### src/logic/jrb_map.vh
// Constants for the test-port configuration readback host
`ifndef JRB_MAP_VH
`define JRB_MAP_VH
// Clock and test clock timing
`define JRB_CLK_NS 40
`define JRB_TCK_HALF_NS 160
`define JRB_TCK_HALF_CYC (`JRB_TCK_HALF_NS / `JRB_CLK_NS)
// Instruction codes, six bits
`define JRB_IR_SHUTDOWN 6'h0d
`define JRB_IR_CFG_IN 6'h05
`define JRB_IR_CFG_OUT 6'h04
// Packet stream words
`define JRB_W_DUMMY 16'hffff
`define JRB_W_SYNC0 16'haa99
`define JRB_W_SYNC1 16'h5566
`define JRB_W_CMD_HDR 16'h30a1
`define JRB_W_CMD_PRE 16'h0008
`define JRB_W_LEN_HDR 16'h31a1
`define JRB_W_FAR_HDR 16'h3022
`define JRB_W_ZERO 16'h0000
`define JRB_W_READBACK_CMD 16'h0004
`define JRB_W_RD_HDR 16'h4880
`define JRB_W_NOOP 16'h2000
// Shift counts and last segment number
`define JRB_PKT_SHIFT 191
`define JRB_SHUTDOWN_IDLE 24
`define JRB_SEG_LAST 5'd26
`endif

### src/logic/jrb_host.v
// Host sequencer that reads configuration frames back over the test port
// Function
// - Shift packet stream MSB first, 191 cycles
// - Send command, length and address writes
// - Send readback command; read header not reached at 191 cycles
// - Two no-op words end the loaded stream, shifted out only at 255 cycles
// - Last packet bit goes with TMS high
// - TMS high three, low two to Shift-IR
// - Output instruction 000100, MSB leaving Shift-IR
// - TMS high two, low two to Shift-DR
// - Readback shifts for bit count minus one
// - Last readback bit taken with TMS high
// - Finish with TMS high three cycles
// - Compare bits whose mask bit is zero
// - Mask and expected aligned to first bit
// - Expected image includes pad, no commands
// - Host switches write to read itself
// - Shutdown instruction then 24 idle cycles
// - Input instruction 000101 shifted LSB first
`timescale 1ns/1ns
`default_nettype none
`include "jrb_map.vh"
module jrb_host #(
  parameter RB_BITS = 32'd4096, // Readback bit count
  parameter PAD_BITS = 32'd512, // Bits in the leading pad frame
  parameter PKT_SHIFT = `JRB_PKT_SHIFT, // Packet bits shifted with TMS low
  parameter HALF_CYC = `JRB_TCK_HALF_CYC // Clk cycles per TCK half period
) (
  input wire clk,
  input wire rst_b,
  input wire start,
  input wire [15:0] frame_len_word,
  input wire exp_bit,
  input wire mask_bit,
  input wire tdo,
  output reg tck_ff,
  output reg tms_ff,
  output reg tdi_ff,
  output reg busy_ff,
  output reg done_ff,
  output reg rb_valid_ff,
  output reg rb_bit_ff,
  output reg rb_pad_ff,
  output reg [23:0] rb_idx_ff,
  output reg mismatch_ff,
  output reg [23:0] err_cnt_ff
);
  // One-hot sequencer states
  localparam ST_IDLE = 3'b001;
  localparam ST_RUN = 3'b010;
  localparam ST_DONE = 3'b100;
  // Segment kinds
  localparam K_NONE = 2'd0;
  localparam K_IR = 2'd1;
  localparam K_PKT = 2'd2;
  localparam K_CAP = 2'd3;

  // Segment table: {tms, kind, len-1}
  function [26:0] seg_info;
    input [4:0] s;
    begin
      case (s)
        5'd0: seg_info = {1'b1, K_NONE, 24'd4}; // Five ones to reset
        5'd1: seg_info = {1'b0, K_NONE, 24'd0};
        5'd2: seg_info = {1'b1, K_NONE, 24'd1};
        5'd3: seg_info = {1'b0, K_NONE, 24'd1};
        5'd4: seg_info = {1'b0, K_IR, 24'd4};
        5'd5: seg_info = {1'b1, K_IR, 24'd0};
        5'd6: seg_info = {1'b1, K_NONE, 24'd0};
        5'd7: seg_info = {1'b0, K_NONE, 24'd23};
        5'd8: seg_info = {1'b1, K_NONE, 24'd1};
        5'd9: seg_info = {1'b0, K_NONE, 24'd1};
        5'd10: seg_info = {1'b0, K_IR, 24'd4};
        5'd11: seg_info = {1'b1, K_IR, 24'd0};
        5'd12: seg_info = {1'b1, K_NONE, 24'd1};
        5'd13: seg_info = {1'b0, K_NONE, 24'd1};
        5'd14: seg_info = {1'b0, K_PKT, PKT_SHIFT[23:0] - 24'd1};
        5'd15: seg_info = {1'b1, K_PKT, 24'd0};
        5'd16: seg_info = {1'b1, K_NONE, 24'd2};
        5'd17: seg_info = {1'b0, K_NONE, 24'd1};
        5'd18: seg_info = {1'b0, K_IR, 24'd4};
        5'd19: seg_info = {1'b1, K_IR, 24'd0};
        5'd20: seg_info = {1'b1, K_NONE, 24'd1};
        5'd21: seg_info = {1'b0, K_NONE, 24'd1};
        5'd22: seg_info = {1'b0, K_CAP, RB_BITS[23:0] - 24'd2};
        5'd23: seg_info = {1'b1, K_CAP, 24'd0};
        5'd24: seg_info = {1'b1, K_NONE, 24'd2};
        5'd25: seg_info = {1'b0, K_NONE, 24'd1};
        default: seg_info = {1'b1, K_NONE, 24'd2};
      endcase
    end
  endfunction

  // Instruction loaded on entry to an instruction segment
  function [6:0] ir_load;
    input [4:0] s;
    begin
      if (s == 5'd4) begin
        ir_load = {1'b1, `JRB_IR_SHUTDOWN};
      end else if (s == 5'd10) begin
        ir_load = {1'b1, `JRB_IR_CFG_IN};
      end else if (s == 5'd18) begin
        ir_load = {1'b1, `JRB_IR_CFG_OUT};
      end else begin
        ir_load = 7'h00;
      end
    end
  endfunction

  reg [2:0] state_ff; // Sequencer state
  reg [4:0] seg_ff; // Current segment
  reg [23:0] cnt_ff; // Bits left in segment minus one
  reg [7:0] ph_ff; // Phase inside one TCK period
  reg [5:0] ir_ff; // Instruction shifter, LSB out
  reg [255:0] pkt_ff; // Packet shifter, MSB out
  reg tdo_s1_ff; // Pin synchroniser, first stage
  reg tdo_s2_ff;
  reg tdo_s3_ff;
  reg tdo_ff; // Filtered pin level
  wire [26:0] cur = seg_info(seg_ff);
  wire [26:0] first_seg = seg_info(5'd0); // Entry segment, loaded at start
  wire [26:0] nxt_seg_info = seg_info(seg_ff + 5'd1);
  wire [6:0] nxt_ir = ir_load(seg_ff + 5'd1);
  wire [7:0] half = HALF_CYC[7:0];
  wire fall_ev = (ph_ff == 8'h00); // TCK goes low, outputs change
  wire rise_ev = (ph_ff == half); // TCK goes high, device samples
  // Take the agreed level in the cycle it is agreed; the registered copy lags one clk
  wire cap_bit = (tdo_s2_ff == tdo_s3_ff) ? tdo_s3_ff : tdo_ff;

  // Three-flop pin filter; a change counts once stages two and three agree
  always @(posedge clk) begin
    if (!rst_b) begin
      tdo_s1_ff <= 1'b0;
      tdo_s2_ff <= 1'b0;
      tdo_s3_ff <= 1'b0;
      tdo_ff <= 1'b0;
    end else begin
      tdo_s1_ff <= tdo;
      tdo_s2_ff <= tdo_s1_ff;
      tdo_s3_ff <= tdo_s2_ff;
      if (tdo_s2_ff == tdo_s3_ff) begin
        tdo_ff <= tdo_s3_ff;
      end
    end
  end

  // Main sequencer: TCK divider, pin drive, capture and compare
  always @(posedge clk) begin
    if (!rst_b) begin
      state_ff <= ST_IDLE;
      seg_ff <= 5'd0;
      cnt_ff <= 24'h0000;
      ph_ff <= 8'h00;
      ir_ff <= 6'h00;
      pkt_ff <= 256'h0;
      tck_ff <= 1'b0;
      tms_ff <= 1'b1;
      tdi_ff <= 1'b0;
      busy_ff <= 1'b0;
      done_ff <= 1'b0;
      rb_valid_ff <= 1'b0;
      rb_bit_ff <= 1'b0;
      rb_pad_ff <= 1'b0;
      rb_idx_ff <= 24'h0000;
      mismatch_ff <= 1'b0;
      err_cnt_ff <= 24'h0000;
    end else begin
      done_ff <= 1'b0;
      rb_valid_ff <= 1'b0;
      case (state_ff)
        ST_IDLE: begin
          tck_ff <= 1'b0;
          if (start) begin
            // Whole stream is fixed here; the write-to-read switch is ours
            pkt_ff <= {`JRB_W_DUMMY, `JRB_W_SYNC0, `JRB_W_SYNC1,
              `JRB_W_CMD_HDR, `JRB_W_CMD_PRE,
              `JRB_W_LEN_HDR, frame_len_word,
              `JRB_W_FAR_HDR, `JRB_W_ZERO, `JRB_W_ZERO,
              `JRB_W_CMD_HDR, `JRB_W_READBACK_CMD,
              `JRB_W_RD_HDR, `JRB_W_ZERO,
              `JRB_W_NOOP, `JRB_W_NOOP};
            seg_ff <= 5'd0;
            cnt_ff <= first_seg[23:0];
            ph_ff <= 8'h00;
            busy_ff <= 1'b1;
            mismatch_ff <= 1'b0;
            err_cnt_ff <= 24'h0000;
            rb_idx_ff <= 24'h0000;
            state_ff <= ST_RUN;
          end
        end
        ST_RUN: begin
          // Free-running divider sets the TCK period
          if (ph_ff == half + half - 8'd1) begin
            ph_ff <= 8'h00;
          end else begin
            ph_ff <= ph_ff + 8'd1;
          end
          if (fall_ev) begin
            // Drive on the falling edge so TMS and TDI are stable at the rise
            tck_ff <= 1'b0;
            tms_ff <= cur[26];
            if (cur[25:24] == K_IR) begin
              tdi_ff <= ir_ff[0];
            end else if (cur[25:24] == K_PKT) begin
              tdi_ff <= pkt_ff[255];
            end else begin
              tdi_ff <= 1'b0;
            end
          end else if (rise_ev) begin
            tck_ff <= 1'b1;
            // TDO moved at the previous fall; the filter settles in time
            if (cur[25:24] == K_CAP) begin
              rb_valid_ff <= 1'b1;
              rb_bit_ff <= cap_bit;
              rb_pad_ff <= (rb_idx_ff < PAD_BITS[23:0]);
              rb_idx_ff <= rb_idx_ff + 24'd1;
              if (!mask_bit && (cap_bit != exp_bit)) begin
                mismatch_ff <= 1'b1;
                err_cnt_ff <= err_cnt_ff + 24'd1;
              end
            end
            if (cur[25:24] == K_IR) begin
              ir_ff <= {1'b0, ir_ff[5:1]};
            end
            if (cur[25:24] == K_PKT) begin
              pkt_ff <= {pkt_ff[254:0], 1'b0};
            end
            if (cnt_ff != 24'h0000) begin
              cnt_ff <= cnt_ff - 24'd1;
            end else if (seg_ff == `JRB_SEG_LAST) begin
              state_ff <= ST_DONE;
            end else begin
              seg_ff <= seg_ff + 5'd1;
              cnt_ff <= nxt_seg_info[23:0];
              if (nxt_ir[6]) begin
                ir_ff <= nxt_ir[5:0];
              end
            end
          end
        end
        ST_DONE: begin
          // Divider keeps running so the last high phase is a full half period
          if (ph_ff == half + half - 8'd1) begin
            ph_ff <= 8'h00;
          end else begin
            ph_ff <= ph_ff + 8'd1;
          end
          // Last fall at the usual phase, then go idle
          if (fall_ev) begin
            tck_ff <= 1'b0;
            busy_ff <= 1'b0;
            done_ff <= 1'b1;
            state_ff <= ST_IDLE;
          end
        end
        default: begin
          state_ff <= ST_IDLE;
        end
      endcase
    end
  end
endmodule // jrb_host
`default_nettype wire

### config.mk
export PLATFORM = sky130hd
export DESIGN_NAME = jrb_host
export DESIGN_NICKNAME = d
export VERILOG_FILES = /design/src/logic/jrb_host.v
export VERILOG_INCLUDE_DIRS = /design/src /design/src/logic
export SDC_FILE = /design/constraint.sdc
export NUM_CORES = 1
export LEC_CHECK = 0
export CAP_MARGIN = 10
export CORE_UTILIZATION = 59
export CTS_BUF_LIST = sky130_fd_sc_hd__clkbuf_4 sky130_fd_sc_hd__clkbuf_8
export DETAILED_ROUTE_END_ITERATION = 12
export DONT_BUFFER_PORTS = 1
export GPL_TIMING_DRIVEN = 0
export PLACE_DENSITY = 0.78
export SKIP_LAST_GASP = 1
export SLEW_MARGIN = 20
export SYNTH_ARGS = -nofsm -noshare
export SYNTH_HDL_FRONTEND = slang
export SYNTH_SLANG_ARGS = --single-unit
### constraint.sdc
create_clock -name clk -period 2.6 [get_ports clk]
set_input_delay 0.65 -clock clk [delete_from_list [all_inputs] [get_ports clk]]
set_output_delay 0.65 -clock clk [all_outputs]
set_load 0.01 [all_outputs]
==> flow_summary.ini <==
[run_status]
status = finished, violations left
failed_checks = setup timing

[cells_and_area]
final_cell_area_um2 = 16470
final_util = 0.6932
antennaDiodeCount = 0
layout-drive-gt1-share = 0.1216
fin_nets = 1901
syn_to_final_growth_pct = 14.09
finalNonFillerCells = 2227

[clock_network]
clk_latency_ns = 0.59
cts.clk_slew.worst_paths_ns = 0.06
cts_made_buffers = 56
clkSinkCount = 353
cts_tree = built
ctsHtreeMaxLevel = 2
cts_buffer_depth = 3
cts_root_buf = clkbuf_8

[worst_setup_path]
worstSetupPathType = reg -> reg
cp.required_ns = 3.08
critPathMaxStageDelay_ns = 0.42
end_kind = register
worstPathArrival_ns = 3.14
path_max_fanout = 4
crit_buf_inv = 2
cp_top_family = simple AND/OR/NAND/NOR gates
worstPathCellList = inv_2 -> ha_4 -> or3b_4 -> nor4_4 -> buf_4 -> nand3_2 -> o311a_4 -> o21ai_4 -> nor2b_1 -> a221oi_2
worst_path_max_delay_cell = or3b_4
startpoint_type = register

[floorplanning]
rows = 56
die_h_um = 158.4
initial_core_util = 0.6076
dieArea_um2 = 25090
io_pins = 79
core_um2 = 23750
fp.dieW_um = 158.4

[timing]
finalSetupViolCount = 1
drv_slew = 0
finalHoldViolCount = 0
tightest_slew_ns = 0.6690
worst_slack_ns = -0.06206
clock.fmax_mhz = 375.6
slew_headroom = 0.5540
rsz0062_at_grt = yes
tns_ns = -0.06206
fin_crit_ns = 2.662
fin_skew_ns = 0.02049
finalCritPeriodShare = 1.024
holdWs_ns = 0.1865

[route]
drc = 0
drt-met1-wl_mm = 15.33
via_per_inst = 5.896
drt_iter0_markers = 1106
dr.pass1.iters = 5
wirelength_mm = 34.43
wl_met3_mm = 2.536
wl_per_cell_um = 15.46
wl_met2_mm = 15.76
ant_nets = 0
topRoutingLayerUsed = met4
vias = 13130

[hold_path]
hold_path_class = in -> reg

[placement]
port_buffers = 0
place_congestion = 0.8892
dp_hpwl_mm = 22.50
dp.cells = 2119
dpl-instance-area_um2 = 14860

[synth]
yosysWarnings = 0
synth_top_area_cell = dfxtp_1
ys_seq_elements = 353
synth-edff-count = 0
synth_top_area_share = 0.4896
synth_area_leaders = dfxtp_1, a21oi_1, nand3_1, nand2_1, nor3_1
syn_inst = 1800
synth_area_um2 = 14430
synthDistinctLibCells = 72
ys_seq_area_frac = 0.4896
avgSynthCellArea_um2 = 8.018
synth_flop_cell = dfxtp_1
ys_async_sr_fraction = 0
syn-num-nets = 1832

[power]
max-vdd-ir-drop_uv = 517.2
p_per_area_nw_per_um2 = 707.5
leakage_uw = 0.005776

[grt]
track_usage = 0.2685
grt.overflow.total = 0
grt_pass1_wl_mm = 55.57
grt_max_degree = 15
antenna_found_initial = 0
first_global_vias = 11750

[run]
drv_cap = 0
[cell families after synthesis]
family,synth area share
DFF,0.4896
AOI/OAI and AO/OA,0.1333
and+or+nand+nor,0.2918
muxes,0.005028
adders and majority gates,0.009363
buffers and inverters,0.04291
xor gates and xnor gates,0.02792
[layer usage]
layer / global-route usage / vias to the layer above
li1: - / 6411
met1: 0.3511 / 6212
met2: 0.4421 / 434
met3: 0.04899 / 74
met4: 0.09753 / 0
met5: 0 / -
[area by class of cell]
type	count	area (µm²)
Inverter	18	67.56
Sequential cell	353	7077
Clock buffer	90	1151
Clock inverter	7	38.79
Fill cell	1877	7287
Buffer	136	608.1
Tap cell	319	399.1
Timing Repair Buffer	15	116.4
Multi-Input combinational cell	1289	7008
[cell usage in the layout, fill, tap and decap left out, drive strengths merged, types with 3 or more instances in the layout]
cell type and count:
a21o 5, clkbuf 189, and3 14, and4 6
nand4b 6, and2 10, nand3 205, inv 19
nand2 262, a21oi 228, dfxtp 353, clkinv 6
a311oi 20, xor2 32, nor2 172, o41ai 3
mux2i 5, nor3 132, buf 52, xnor2 14
ha 10, o21ai 41, a22oi 4, nor4 16
or3 13, a31oi 4, a211oi 4, nand4 19
nor2b 5, nand2b 8, or2 5, o31ai 4
or4 11
[path summary, 6_finish.rpt]
path,startpoint,end,slack (ns),cells past startpoint
hold reg to reg,pkt_ff[110],pkt_ff[110],0.45,2
setup / recovery,cnt_ff[1],cur[26],-0.06,10
setup reg to reg,cnt_ff[1],cur[26],-0.06,10
hold / removal,tdo,tdo_s1_ff,0.19,1
[power by group]
group          leakage (µW)  internal (µW)  switching, µW
clock              0.000639           2780           2130
combinational       0.00227            346            741
sequential          0.00287           5550           97.8
total               0.00578           8680           2970
[through the flow]
step           total power [µW]  setup slack (ns)
2_1_floorplan              6476          0.003038
3_3_place_gp               6713           -0.6080
3_5_place_dp               6738           -0.6443
4_1_cts                   11640          -0.02086
5_1_grt                   12060           -0.1023
6_report                  11650          -0.06206
[repair_timing]
item | in CTS | in global routing
endpoints found under the hold margin | 0 | 0
setup endpoints to repair | 316 | 275
pin swaps | 10 | 15
setup buffers | 8 | 7
hold buffers | 0 | 0
resized for setup | 54 | 64
gates cloned | 0 | 0
[worst reg2reg max path, stage by stage (launching register included)]
cell and delay (ns):
dfxtp_2 0.34, inv_2 0.07, ha_4 0.14, or3b_4 0.42, nor4_4 0.39, buf_4 0.18, nand3_2 0.12, o311a_4 0.34
o21ai_4 0.15, nor2b_1 0.07, a221oi_2 0.34
[synthesized netlist by cell type (3+ instances only)]
library cell / n
o31ai_1: 4
o21ai_0: 37
a22oi_1: 4
buf_1: 11
a21oi_1: 227
nand4_1: 18
buf_2: 21
mux2i_1: 5
a21o_1: 5
a31oi_1: 4
nand2_1: 262
nor2b_1: 5
nand4b_1: 6
nor4_2: 3
clkbuf_1: 108
nor2_1: 171
or4_1: 10
a311oi_1: 20
ha_1: 10
nor3_1: 131
nand3_1: 203
nand2b_1: 8
and3_1: 14
xor2_1: 32
nor4_1: 12
dfxtp_1: 353
and2_1: 10
or3_1: 13
inv_1: 18
a211oi_1: 3
xnor2_1: 14
or2_2: 4
and4_1: 6
[registers in the layout (all words and copies together), names as in the netlist, 3 cells and up]
signal,flops
err_cnt_ff,24
ph_ff,8
ir_ff,6
cnt_ff,24
rb_idx_ff,24
state_ff,3
seg_ff,5
pkt_ff,243
cur,3
No activity file was read; power rests on OpenSTA's default activity.
